File: src/hw/epc_pkg.sv
// Constants for the encoder position counter
package epc_pkg;
  localparam int unsigned ADDR_W = 7;
  localparam logic [6:0] OFS_POSITION = 7'h39;
  localparam logic [6:0] OFS_STEP_FACTOR = 7'h3A;
  localparam logic [6:0] OFS_FLAGS = 7'h3B;
  localparam logic [6:0] OFS_LATCH = 7'h3C;
  localparam logic [31:0] RST_POSITION = 32'h0000_0000;
  localparam logic [31:0] RST_STEP_FACTOR = 32'h0001_0000;
  localparam logic [31:0] RST_LATCH = 32'h0000_0000;
  localparam logic RST_FLAG = 1'h0;
  localparam int unsigned FLAG_INDEX_BIT = 0;
  localparam int unsigned FRAC_W = 16;
  // Fraction moduli for binary and decimal scaling
  localparam logic [16:0] MOD_BINARY = 17'h10000;
  localparam logic [16:0] MOD_DECIMAL = 17'h02710;
  // Index sensitivity codes
  localparam logic [1:0] SENS_LEVEL = 2'h0;
  localparam logic [1:0] SENS_TO_ACTIVE = 2'h1;
  localparam logic [1:0] SENS_TO_INACTIVE = 2'h2;
  localparam logic [1:0] SENS_BOTH = 2'h3;
endpackage

File: src/hw/epc_counter.sv
// Encoder position counter with index latch and register port
`timescale 1ns/1ps
`default_nettype none

// Function
// - Position is signed 32 bits, readable, writable, reset to zero.
// - Step factor is signed with 16 integer and 16 fractional bits.
// - Each count adds or subtracts the factor; fraction binary 1/65536 or decimal 1/10000.
// - Step factor resets to 0x10000, meaning exactly one.
// - Index flag bit 0 reads one after an index event, zero otherwise.
// - Writing one to flag bit 0 clears it unless an index event sets it in the same cycle; writing zero leaves it.
// - Read-only latch captures position on index event; resets to zero.
// - Index needs N polarity and A/B polarities unless quadrature is ignored.
// - Sensitivity selects level, active edge, inactive edge or both edges.
// - Clear-on-index zeroes position at the same event that latches it.
// - Continuous acts on every event; once acts on first event after write.
module epc_counter (
  input wire logic i_clk_sys,
  input wire logic i_resetn,
  input wire logic i_enc_a,
  input wire logic i_enc_b,
  input wire logic i_enc_n,
  input wire logic [6:0] i_reg_addr,
  input wire logic i_reg_wr,
  input wire logic [31:0] i_reg_wdata,
  input wire logic i_reg_rd,
  output logic [31:0] o_reg_rdata,
  input wire logic i_mode_wr,
  input wire logic i_mode_pol_a,
  input wire logic i_mode_pol_b,
  input wire logic i_mode_pol_n,
  input wire logic i_mode_index_ignore_quadrature,
  input wire logic i_mode_latch_cont,
  input wire logic i_mode_latch_once,
  input wire logic [1:0] i_mode_index_sens,
  input wire logic i_mode_clear_on_index,
  input wire logic i_mode_sel_decimal
);

  // ********************************
  // Pin synchronisers
  // ********************************
  logic [2:0] sync1_r;
  logic [2:0] sync2_r;
  logic [2:0] prev_r;
  logic [2:0] warm_r;
  always_ff @(posedge i_clk_sys) begin
    if (!i_resetn) begin
      sync1_r <= 3'h0;
      sync2_r <= 3'h0;
      prev_r <= 3'h0;
      warm_r <= 3'h0;
    end else begin
      sync1_r <= {i_enc_n, i_enc_b, i_enc_a};
      sync2_r <= sync1_r;
      prev_r <= sync2_r;
      warm_r <= {warm_r[1:0], 1'b1};
    end
  end

  // Reset zeroes the pipeline, not the pins: no count or index until prev_r is a real sample
  wire primed = warm_r[2];

  wire a_now = sync2_r[0];
  wire b_now = sync2_r[1];
  wire step_valid = primed & ((a_now ^ prev_r[0]) ^ (b_now ^ prev_r[1]));
  wire step_up = prev_r[0] ^ b_now;

  // ********************************
  // Index detection
  // ********************************
  // polarity match
  wire ab_match = i_mode_index_ignore_quadrature |
                  ((a_now == i_mode_pol_a) & (b_now == i_mode_pol_b));
  wire idx_active = (sync2_r[2] == i_mode_pol_n) & ab_match;
  wire prev_ab = i_mode_index_ignore_quadrature |
                 ((prev_r[0] == i_mode_pol_a) & (prev_r[1] == i_mode_pol_b));
  wire idx_prev = (prev_r[2] == i_mode_pol_n) & prev_ab;
  logic index_raw;
  always_comb begin
    case (i_mode_index_sens)
      epc_pkg::SENS_LEVEL: index_raw = idx_active;
      epc_pkg::SENS_TO_ACTIVE: index_raw = idx_active & ~idx_prev;
      epc_pkg::SENS_TO_INACTIVE: index_raw = ~idx_active & idx_prev;
      epc_pkg::SENS_BOTH: index_raw = idx_active ^ idx_prev;
      default: index_raw = 1'b0;
    endcase
  end
  wire index_evt = primed & index_raw;

  // ********************************
  // Register decode
  // ********************************
  wire wr_pos = i_reg_wr & (i_reg_addr == epc_pkg::OFS_POSITION);
  wire wr_fac = i_reg_wr & (i_reg_addr == epc_pkg::OFS_STEP_FACTOR);
  wire wr_flag = i_reg_wr & (i_reg_addr == epc_pkg::OFS_FLAGS);

  logic [31:0] pos_r;
  logic [15:0] frac_r;
  logic [31:0] factor_r;
  logic [31:0] latch_r;
  logic flag_r;
  logic once_armed_r;

  wire latch_do = index_evt & (i_mode_latch_cont | once_armed_r);

  // ********************************
  // Step arithmetic
  // ********************************
  // Magnitude form lets both scalings share one borrow/carry path
  wire fac_neg = factor_r[31];
  wire [31:0] fac_mag = fac_neg ? (32'h0 - factor_r) : factor_r;
  wire [16:0] modulus = i_mode_sel_decimal ? epc_pkg::MOD_DECIMAL : epc_pkg::MOD_BINARY;
  wire go_up = step_up ^ fac_neg;
  wire [16:0] frac_sum = {1'b0, frac_r} + {1'b0, fac_mag[15:0]};
  wire [16:0] frac_dif = {1'b0, frac_r} - {1'b0, fac_mag[15:0]};
  wire carry = frac_sum >= modulus;
  wire borrow = frac_dif[16];
  wire [16:0] frac_up = carry ? (frac_sum - modulus) : frac_sum;
  wire [16:0] frac_dn = borrow ? (frac_dif + modulus) : frac_dif;
  wire [31:0] int_mag = {16'h0, fac_mag[31:16]};
  wire [31:0] pos_up = pos_r + int_mag + {31'h0, carry};
  wire [31:0] pos_dn = pos_r - int_mag - {31'h0, borrow};

  logic [31:0] pos_nxt;
  logic [15:0] frac_nxt;
  always_comb begin
    pos_nxt = pos_r;
    frac_nxt = frac_r;
    if (step_valid) begin
      pos_nxt = go_up ? pos_up : pos_dn;
      frac_nxt = go_up ? frac_up[15:0] : frac_dn[15:0];
    end
    if (latch_do && i_mode_clear_on_index) begin
      pos_nxt = epc_pkg::RST_POSITION;
      frac_nxt = 16'h0;
    end
    if (wr_pos) begin
      pos_nxt = i_reg_wdata;
      frac_nxt = 16'h0;
    end
  end

  // ********************************
  // State registers
  // ********************************
  always_ff @(posedge i_clk_sys) begin
    if (!i_resetn) begin
      pos_r <= epc_pkg::RST_POSITION;
      frac_r <= 16'h0;
      factor_r <= epc_pkg::RST_STEP_FACTOR;
    end else begin
      pos_r <= pos_nxt;
      frac_r <= frac_nxt;
      if (wr_fac) begin
        factor_r <= i_reg_wdata;
      end
    end
  end

  always_ff @(posedge i_clk_sys) begin
    if (!i_resetn) begin
      latch_r <= epc_pkg::RST_LATCH;
      flag_r <= epc_pkg::RST_FLAG;
      once_armed_r <= 1'b0;
    end else begin
      if (latch_do) begin
        latch_r <= pos_r;
      end
      if (index_evt) begin
        flag_r <= 1'b1;
      end else if (wr_flag && i_reg_wdata[epc_pkg::FLAG_INDEX_BIT]) begin
        flag_r <= 1'b0;
      end
      if (i_mode_wr) begin
        once_armed_r <= i_mode_latch_once;
      end else if (latch_do) begin
        once_armed_r <= 1'b0;
      end
    end
  end

  // ********************************
  // Read port
  // ********************************
  logic [31:0] rd_mux;
  always_comb begin
    case (i_reg_addr)
      epc_pkg::OFS_POSITION: rd_mux = pos_r;
      epc_pkg::OFS_STEP_FACTOR: rd_mux = factor_r;
      epc_pkg::OFS_FLAGS: rd_mux = {31'h0, flag_r};
      epc_pkg::OFS_LATCH: rd_mux = latch_r;
      default: rd_mux = 32'h0;
    endcase
  end

  always_ff @(posedge i_clk_sys) begin
    if (!i_resetn) begin
      o_reg_rdata <= 32'h0;
    end else if (i_reg_rd) begin
      o_reg_rdata <= rd_mux;
    end
  end
endmodule

`default_nettype wire

File: config.mk
export PLATFORM = sky130hd
export DESIGN_NAME = epc_counter
export DESIGN_NICKNAME = d
export VERILOG_FILES = /design/src/hw/epc_pkg.sv /design/src/hw/epc_counter.sv
export SDC_FILE = /design/constraint.sdc
export NUM_CORES = 1
export LEC_CHECK = 0
export BUFFER_PORTS_ARGS = -buffer_cell sky130_fd_sc_hd__buf_2
export CAP_MARGIN = 10
export CORE_ASPECT_RATIO = 1.75
export CORE_MARGIN = 8
export CORE_UTILIZATION = 45
export CTS_CLUSTER_DIAMETER = 120
export CTS_CLUSTER_SIZE = 40
export DETAILED_ROUTE_END_ITERATION = 8
export SYNTH_ARGS = -nofsm -noshare
export SYNTH_HDL_FRONTEND = slang
export SYNTH_SLANG_ARGS = --single-unit
File: constraint.sdc
create_clock -name i_clk_sys -period 11.91 [get_ports i_clk_sys]
set_input_delay 0.5955 -clock i_clk_sys [delete_from_list [all_inputs] [get_ports i_clk_sys]]
set_output_delay 0.5955 -clock i_clk_sys [all_outputs]
set_load 0.01 [all_outputs]
; ---- After elaboration in Yosys (flattened, before gate mapping)
; Cells that the tools add are included.
[totals]
regBits = 158
in_bits = 57
out_inout_bits = 32
elab_cells = 82
[op_classes]
add_sub_neg = 9
n_lt_le_gt_ge = 1
eq_ne = 13
muxes = 16
bitwise = 24
n_reduce_logical = 7
[ops]
columns = op, count
row1 = 32-bit 2-to-1 mux, 5
row2 = 32-bit one-hot mux with 4 select lines, 1
row3 = 16-bit 2-to-1 mux, 3
row4 = 32-bit by 1-bit adder with 32-bit output, 1
row5 = 32-bit by 16-bit adder with 32-bit output, 1
row6 = "1-bit by 32-bit subtractor with 32-bit output, first input constant", 1
row7 = 32-bit by 1-bit subtractor with 32-bit output, 1
row8 = 32-bit by 16-bit subtractor with 32-bit output, 1
row9 = "7-bit by 6-bit == test with 1-bit output, second input constant", 4
row10 = 16-bit by 16-bit adder with 17-bit output, 1
row11 = 17-bit >= comparator, 1
row12 = 17-bit 2-to-1 mux, 1
row13 = 16-bit by 16-bit subtractor with 17-bit output, 1
row14 = 16-bit adder, 1
row15 = 16-bit subtractor, 1
row16 = 1-bit AND, 12
row17 = 1-bit == test, 6
row18 = 1-bit XOR, 6
row19 = 1-bit 2-to-1 mux, 5
row20 = "2-bit == test, second input constant", 2
row21 = 1-bit one-hot mux with 4 select lines, 1
row22 = 2-bit nonzero test, 2
row23 = 1-bit inverter, 3
row24 = 1-bit bitwise OR, 3
row25 = other kinds (5), 6

; ---- Depth between registers and ports, before layout
[logic_depth]
ltp_word = 12
ltp_mapped = 33
ltp_nobuf = 31

; ---- Least setup slack after synthesis
; Ideal clock, no wire load.
[synth_timing]
path_kind = reg-to-reg
start = reg factor_r[2]
end = reg pos_r[30]
setup_time_ns = 0.131
arrival_time_ns = 6.736
required_time_ns = 11.779
setup_slack_ns = 5.043
stages_incl_launch_ff = 28
path_buffers = 2
period_less_slack_ns = 6.867
path_cell_list = dfxtp_1 nor4_1 nand2_1 o41ai_1 xnor2_1 ha_1 buf_2 or3_1 or3_1 a21o_1 a311oi_1 o221ai_1 clkbuf_1 fa_1 inv_1 ha_1 or2_2 fa_1 nand2b_1 a21oi_1 o21ai_0 a31oi_1 o21ai_0 a311oi_1 nand2_1 o32ai_1 xnor2_1 o21ai_0
[synth_via]
elab_chain_cells = 9
elab_cells_between_ends = 13
cone_classes = 7 x add/sub / 1 x order compare / 5 x mux
[synth_rtl]
columns = item, line_no
row1 = "start, declared", epc_counter.sv:100  ; logic [31:0] factor_r;
row2 = "start signal, assigned", epc_counter.sv:151  ; factor_r <= epc_pkg::RST_STEP_FACTOR;
row3 = "start signal, assigned", epc_counter.sv:156  ; factor_r <= i_reg_wdata;
row4 = 1-bit by 32-bit subtractor with 32-bit output, epc_counter.sv:112  ; wire [31:0] fac_mag = fac_neg ? (32'h0 - factor_r) : factor_r;
row5 = 32-bit 2-to-1 mux (*), epc_counter.sv:112
row6 = 16-bit by 16-bit adder with 17-bit output, epc_counter.sv:115  ; wire [16:0] frac_sum = {1'b0, frac_r} + {1'b0, fac_mag[15:0]};
row7 = 17-bit >= comparator, epc_counter.sv:117  ; wire carry = frac_sum >= modulus;
row8 = 32-bit by 1-bit adder with 32-bit output, epc_counter.sv:122  ; wire [31:0] pos_up = pos_r + int_mag + {31'h0, carry};
row9 = 32-bit 2-to-1 mux (*), epc_counter.sv:131  ; pos_nxt = go_up ? pos_up : pos_dn;
row10 = 32-bit 2-to-1 mux (*), epc_counter.sv:130  ; if (step_valid) begin
row11 = 32-bit 2-to-1 mux (*), epc_counter.sv:134  ; if (latch_do && i_mode_clear_on_index) begin
row12 = 32-bit 2-to-1 mux (*), epc_counter.sv:138  ; if (wr_pos) begin
row13 = "end signal, assigned", epc_counter.sv:149  ; pos_r <= epc_pkg::RST_POSITION;
row14 = "end signal, assigned", epc_counter.sv:153  ; pos_r <= pos_nxt;
row15 = "end, declared", epc_counter.sv:98  ; logic [31:0] pos_r;
; Mark *: on every way between the ends. The rest lies on a longest branch, timed or not. The select of a mux whose other input is x is not followed.
; A chain may end at the register's enable or synchronous reset.

; ---- Final worst setup path
; Same ends and word-level chain as after synthesis.

==> key figures <==
GRT
  – Grt met1 use: 25.03%
  – GRT Max-Usage Layer: met2
  – Antenna violations before repair: 0
  – Grt ovf: 0
  – Vias in the first global route: 12323
  – Met2 Use GR: 51.36%
  – Largest net degree at the start of global routing: 89
  – First-pass GRT wire length: 68990 um
  – Global Route met3 Usage: 4.374%
  – Gr usage total: 27.73%

STA
  – Total negative slack: 0 ns
  – Top achievable clock speed: 0.1284 GHz
  – Crit path time final: 7.789 ns
  – Worst slew pin tran: 1.179 ns
  – Endpoints failing setup: 0
  – Tcrit/Tclk final: 65.40%
  – Min Hold Slack: 0.3528 ns
  – RSZ-0062 raised after global routing: no
  – Worst clock skew: 0.009714 ns
  – Max Slew Vio Count: 0
  – Final Hold Vio Count: 0
  – Slew headroom: 21.23%

Detailed routing
  – Routed vias: 12361
  – Iteration-0 DRC count of the detailed router: 824
  – # DRC: 0
  – Vias per std cell: 6.196
  – Wire per inst: 23.12 um
  – Routed Antenna Nets: 0
  – Detailed-routing iteration count for the pre-antenna-repair pass: 5
  – Drt total wl: 46130 um

Synth
  – Synth Area in Simple Gates: 20.87%
  – Yosys warnings: 0
  – Synth Instances: 1629
  – Mux share of post-synthesis cell area: 1.163%
  – Adder-cell area share of the yosys netlist: 11.07%
  – Sequential-to-total area share from yosys stat: 26.01%
  – Seq cells post-synth: 158
  – Post-synth EDFFs: 0
  – Post-Syn Area: 0.01216 mm^2
  – Synthesized area per cell: 7.465 um^2
  – Post-synth ARST share: 0%
  – Synth cell types: 82
  – Post-synthesis compound-gate area fraction: 26.76%
  – Post-Synth XOR/XNOR Area: 8.046%
  – Net count after synthesis: 1790
  – Synth Flop Type: dfxtp_1
  – Largest family of logic cells by synthesized area: compound AO/OA/AOI/OAI gates

Floorplan
  – Rows: 79
  – Die ar.: 0.03275 mm^2
  – Core box area: 0.02659 mm^2
  – Starting density of the core: 45.73%
  – Num ports: 89
  – Die width: 140.3 um
  – Die height: 233.5 um

Layout
  – Cell area after layout: 0.01333 mm^2
  – Layout fillers: 2713
  – # diodes: 0
  – Area growth, synth to finish: 9.630%
  – Final cell count without fillers: 1995
  – Share of post-route cells with drive strength above 1: 10.05%
  – NumNets Final: 1823

Clock tree
  – CTS hold repair buffers: 0
  – CTS tree: done
  – Sinks on Clock Net: 158
  – Root Driver: clkbuf_16
  – Longest Clk Path Bufs: 2
  – Cts bufs inserted: 17
  – Post-CTS Setup Bufs: 0
  – Worst skew pair latency: 0.45 ns
  – Max H-tree Level: 4
  – Cts repair resizes: 0
  – Clock-pin slew on the worst setup and hold paths: 0.06 ns

Power
  – Total chip power: 1.359 mW
  – Pleak: 5.353 nW
  – Peak VDD IR: 0.1054 mV
  – Pwr dens: 101.9 mW/mm^2

Critical path
  – Crit path launch type: flip-flop
  – Crit path arrival time: 8.12 ns
  – Crit-path most repeated cell: o21ai_0
  – Critical Path Fanout Max: 16
  – Crit end category: flip-flop
  – Data required time of the worst path: 12.24 ns
  – Flop-to-flop setup slack: 4.12 ns
  – R2r endpoint: pos_r[30]$_SDFFE_PN0P_
  – Worst path max stage delay: 0.61 ns
  – Slowest CP cell: a311oi_1
  – R2r startpoint: factor_r[2]$_SDFFE_PN0P_
  – Critical Setup Path Class: flip-flop to flip-flop
  – Worst Reg-to-Reg Cells: 26

Placement
  – Placed Cells: 1967
  – PortBufs: 88
  – DP HPWL: 35320 um
  – Gpl congestion: 1.015
  – Area after DPL: 0.01278 mm^2

Job
  – # Max-Cap Violations: 0

Worst hold path
  – Hold path start: i_enc_n
  – Hold Path End: sync1_r[2]$_SDFF_PN0_
  – Min-delay worst type: input pin to flip-flop
  – Worst Hold Path Cells: 2

Run status
  – Status: completed
## metal layers
metal / vias up / wire length, um
li1: 5821 / -
met1: 5811 / 15220
met2: 518 / 23850
met3: 211 / 2212
met4: 0 / 4847
met5: - / 0
## power by group
part	leakage, nW	switching, mW	internal [mW]
Clock	0.267	0.231	0.301
Combinational	3.81	0.170	0.105
Sequential	1.28	0.0152	0.536
Total	5.35	0.416	0.942
## worst max-delay path: cells and delay by family (launching register included)
kind	cells	cell delay, ns
AO/OA/AOI/OAI	11	3.24
AND/OR/NAND/NOR	7	1.91
adder cells (fa/ha/maj)	4	1.50
flip-flops	1	0.37
XOR/XNOR	2	0.36
buffers and inverters	2	0.29
## final cells by class
class                           instances  area (um^2)  share of cell area (%)
Clock buffer                           20        466.7                   3.501
Clock inverter                          8        85.08                  0.6382
Inverter                               98        369.1                   2.769
Multi-Input combinational cell       1283         8282                   62.12
Sequential cell                       158         3163                   23.73
Tap cell                              324        405.4                   3.041
Timing Repair Buffer                  104        560.5                   4.205
## logic make-up (layout without fill, tap and decap cells)
kind of cell | Yosys count | after routing
xor+xnor | 110 | 110
fa+ha+maj | 104 | 104
compound gates | 504 | 504
flops | 158 | 158
simple gates | 551 | 551
mux | 14 | 14
buf+inv | 188 | 230
## cells in the final DEF (no fill, tap or decap), types with 10 or more instances in the layout
master / n
nand2_1: 260
mux2i_1: 13
clkbuf_16: 17
or3_1: 15
or4_1: 10
a21oi_1: 211
and3_1: 15
buf_2: 88
dfxtp_1: 158
a21o_1: 14
nor2_1: 108
nand2b_1: 17
nor2b_1: 10
a31oi_1: 12
a22oi_1: 34
o31ai_1: 12
inv_1: 96
xnor2_1: 82
ha_1: 98
nand3_1: 26
xor2_1: 26
o21ai_0: 65
and2_1: 21
a221oi_1: 11
nor3_1: 16
o21a_1: 10
o211ai_1: 15
buf_4: 16
a211oi_1: 30
## how the worst max path moves through the flow
stage,startpoint,end,cells past startpoint
detailed placement,factor_r[2]$_SDFFE_PN0P_,pos_r[30]$_SDFFE_PN0P_,26
global placement,factor_r[2]$_SDFFE_PN0P_,pos_r[30]$_SDFFE_PN0P_,26
global route,factor_r[2]$_SDFFE_PN0P_,pos_r[30]$_SDFFE_PN0P_,26
finish,factor_r[2]$_SDFFE_PN0P_,pos_r[30]$_SDFFE_PN0P_,26
CTS,factor_r[2]$_SDFFE_PN0P_,pos_r[30]$_SDFFE_PN0P_,26
floorplan,factor_r[2]$_SDFFE_PN0P_,pos_r[30]$_SDFFE_PN0P_,27
## synthesized netlist by cell type, drive strengths merged, types with 5 or more instances
cell,instances,area share [%]
a2111oi,7,0.72
a211oi,30,1.9
a21o,14,0.86
a21oi,211,8.7
a221oi,12,0.92
a22oi,34,2.1
a311oi,6,0.58
a31o,9,0.65
a31oi,12,0.62
and2,22,1.1
and3,15,0.77
buf,9,0.56
clkbuf,81,2.5
dfxtp,158,26
fa,6,0.99
ha,98,10
inv,98,3.0
mux2i,13,1.1
nand2,260,8.0
nand2b,17,0.87
nand3,27,1.2
nand4,5,0.26
nor2,112,3.5
nor2b,11,0.63
nor3,16,0.66
nor3b,7,0.43
nor4,9,0.51
nor4b,7,0.50
o211ai,15,0.93
o21a,10,0.62
o21ai,68,2.8
o21bai,8,0.49
o31ai,12,0.74
o41ai,5,0.36
or2,9,0.46
or3,15,0.77
or4,10,0.62
xnor2,83,6.0
xor2,26,1.9
## per-stage QoR
| stage | setup WS, ns | util (%) |
|---|---|---|
| finish | 4.121 | 50.14 |
| global route | 3.445 | 50.14 |
| CTS | 4.205 | 50.14 |
| detailed placement | 4.274 | 48.06 |
| global placement | 4.428 | 48.06 |
| floorplan | 5.043 | - |
## flip-flops by register name, summed over array words and instances, names as in the netlist
name / flops
factor_r: 32
flag_r: 1
frac_r: 16
latch_r: 32
o_reg_rdata: 32
once_armed_r: 1
pos_r: 32
prev_r: 3
sync1_r: 3
sync2_r: 3
warm_r: 3
Note: power is estimated with default switching activity, not from simulation.
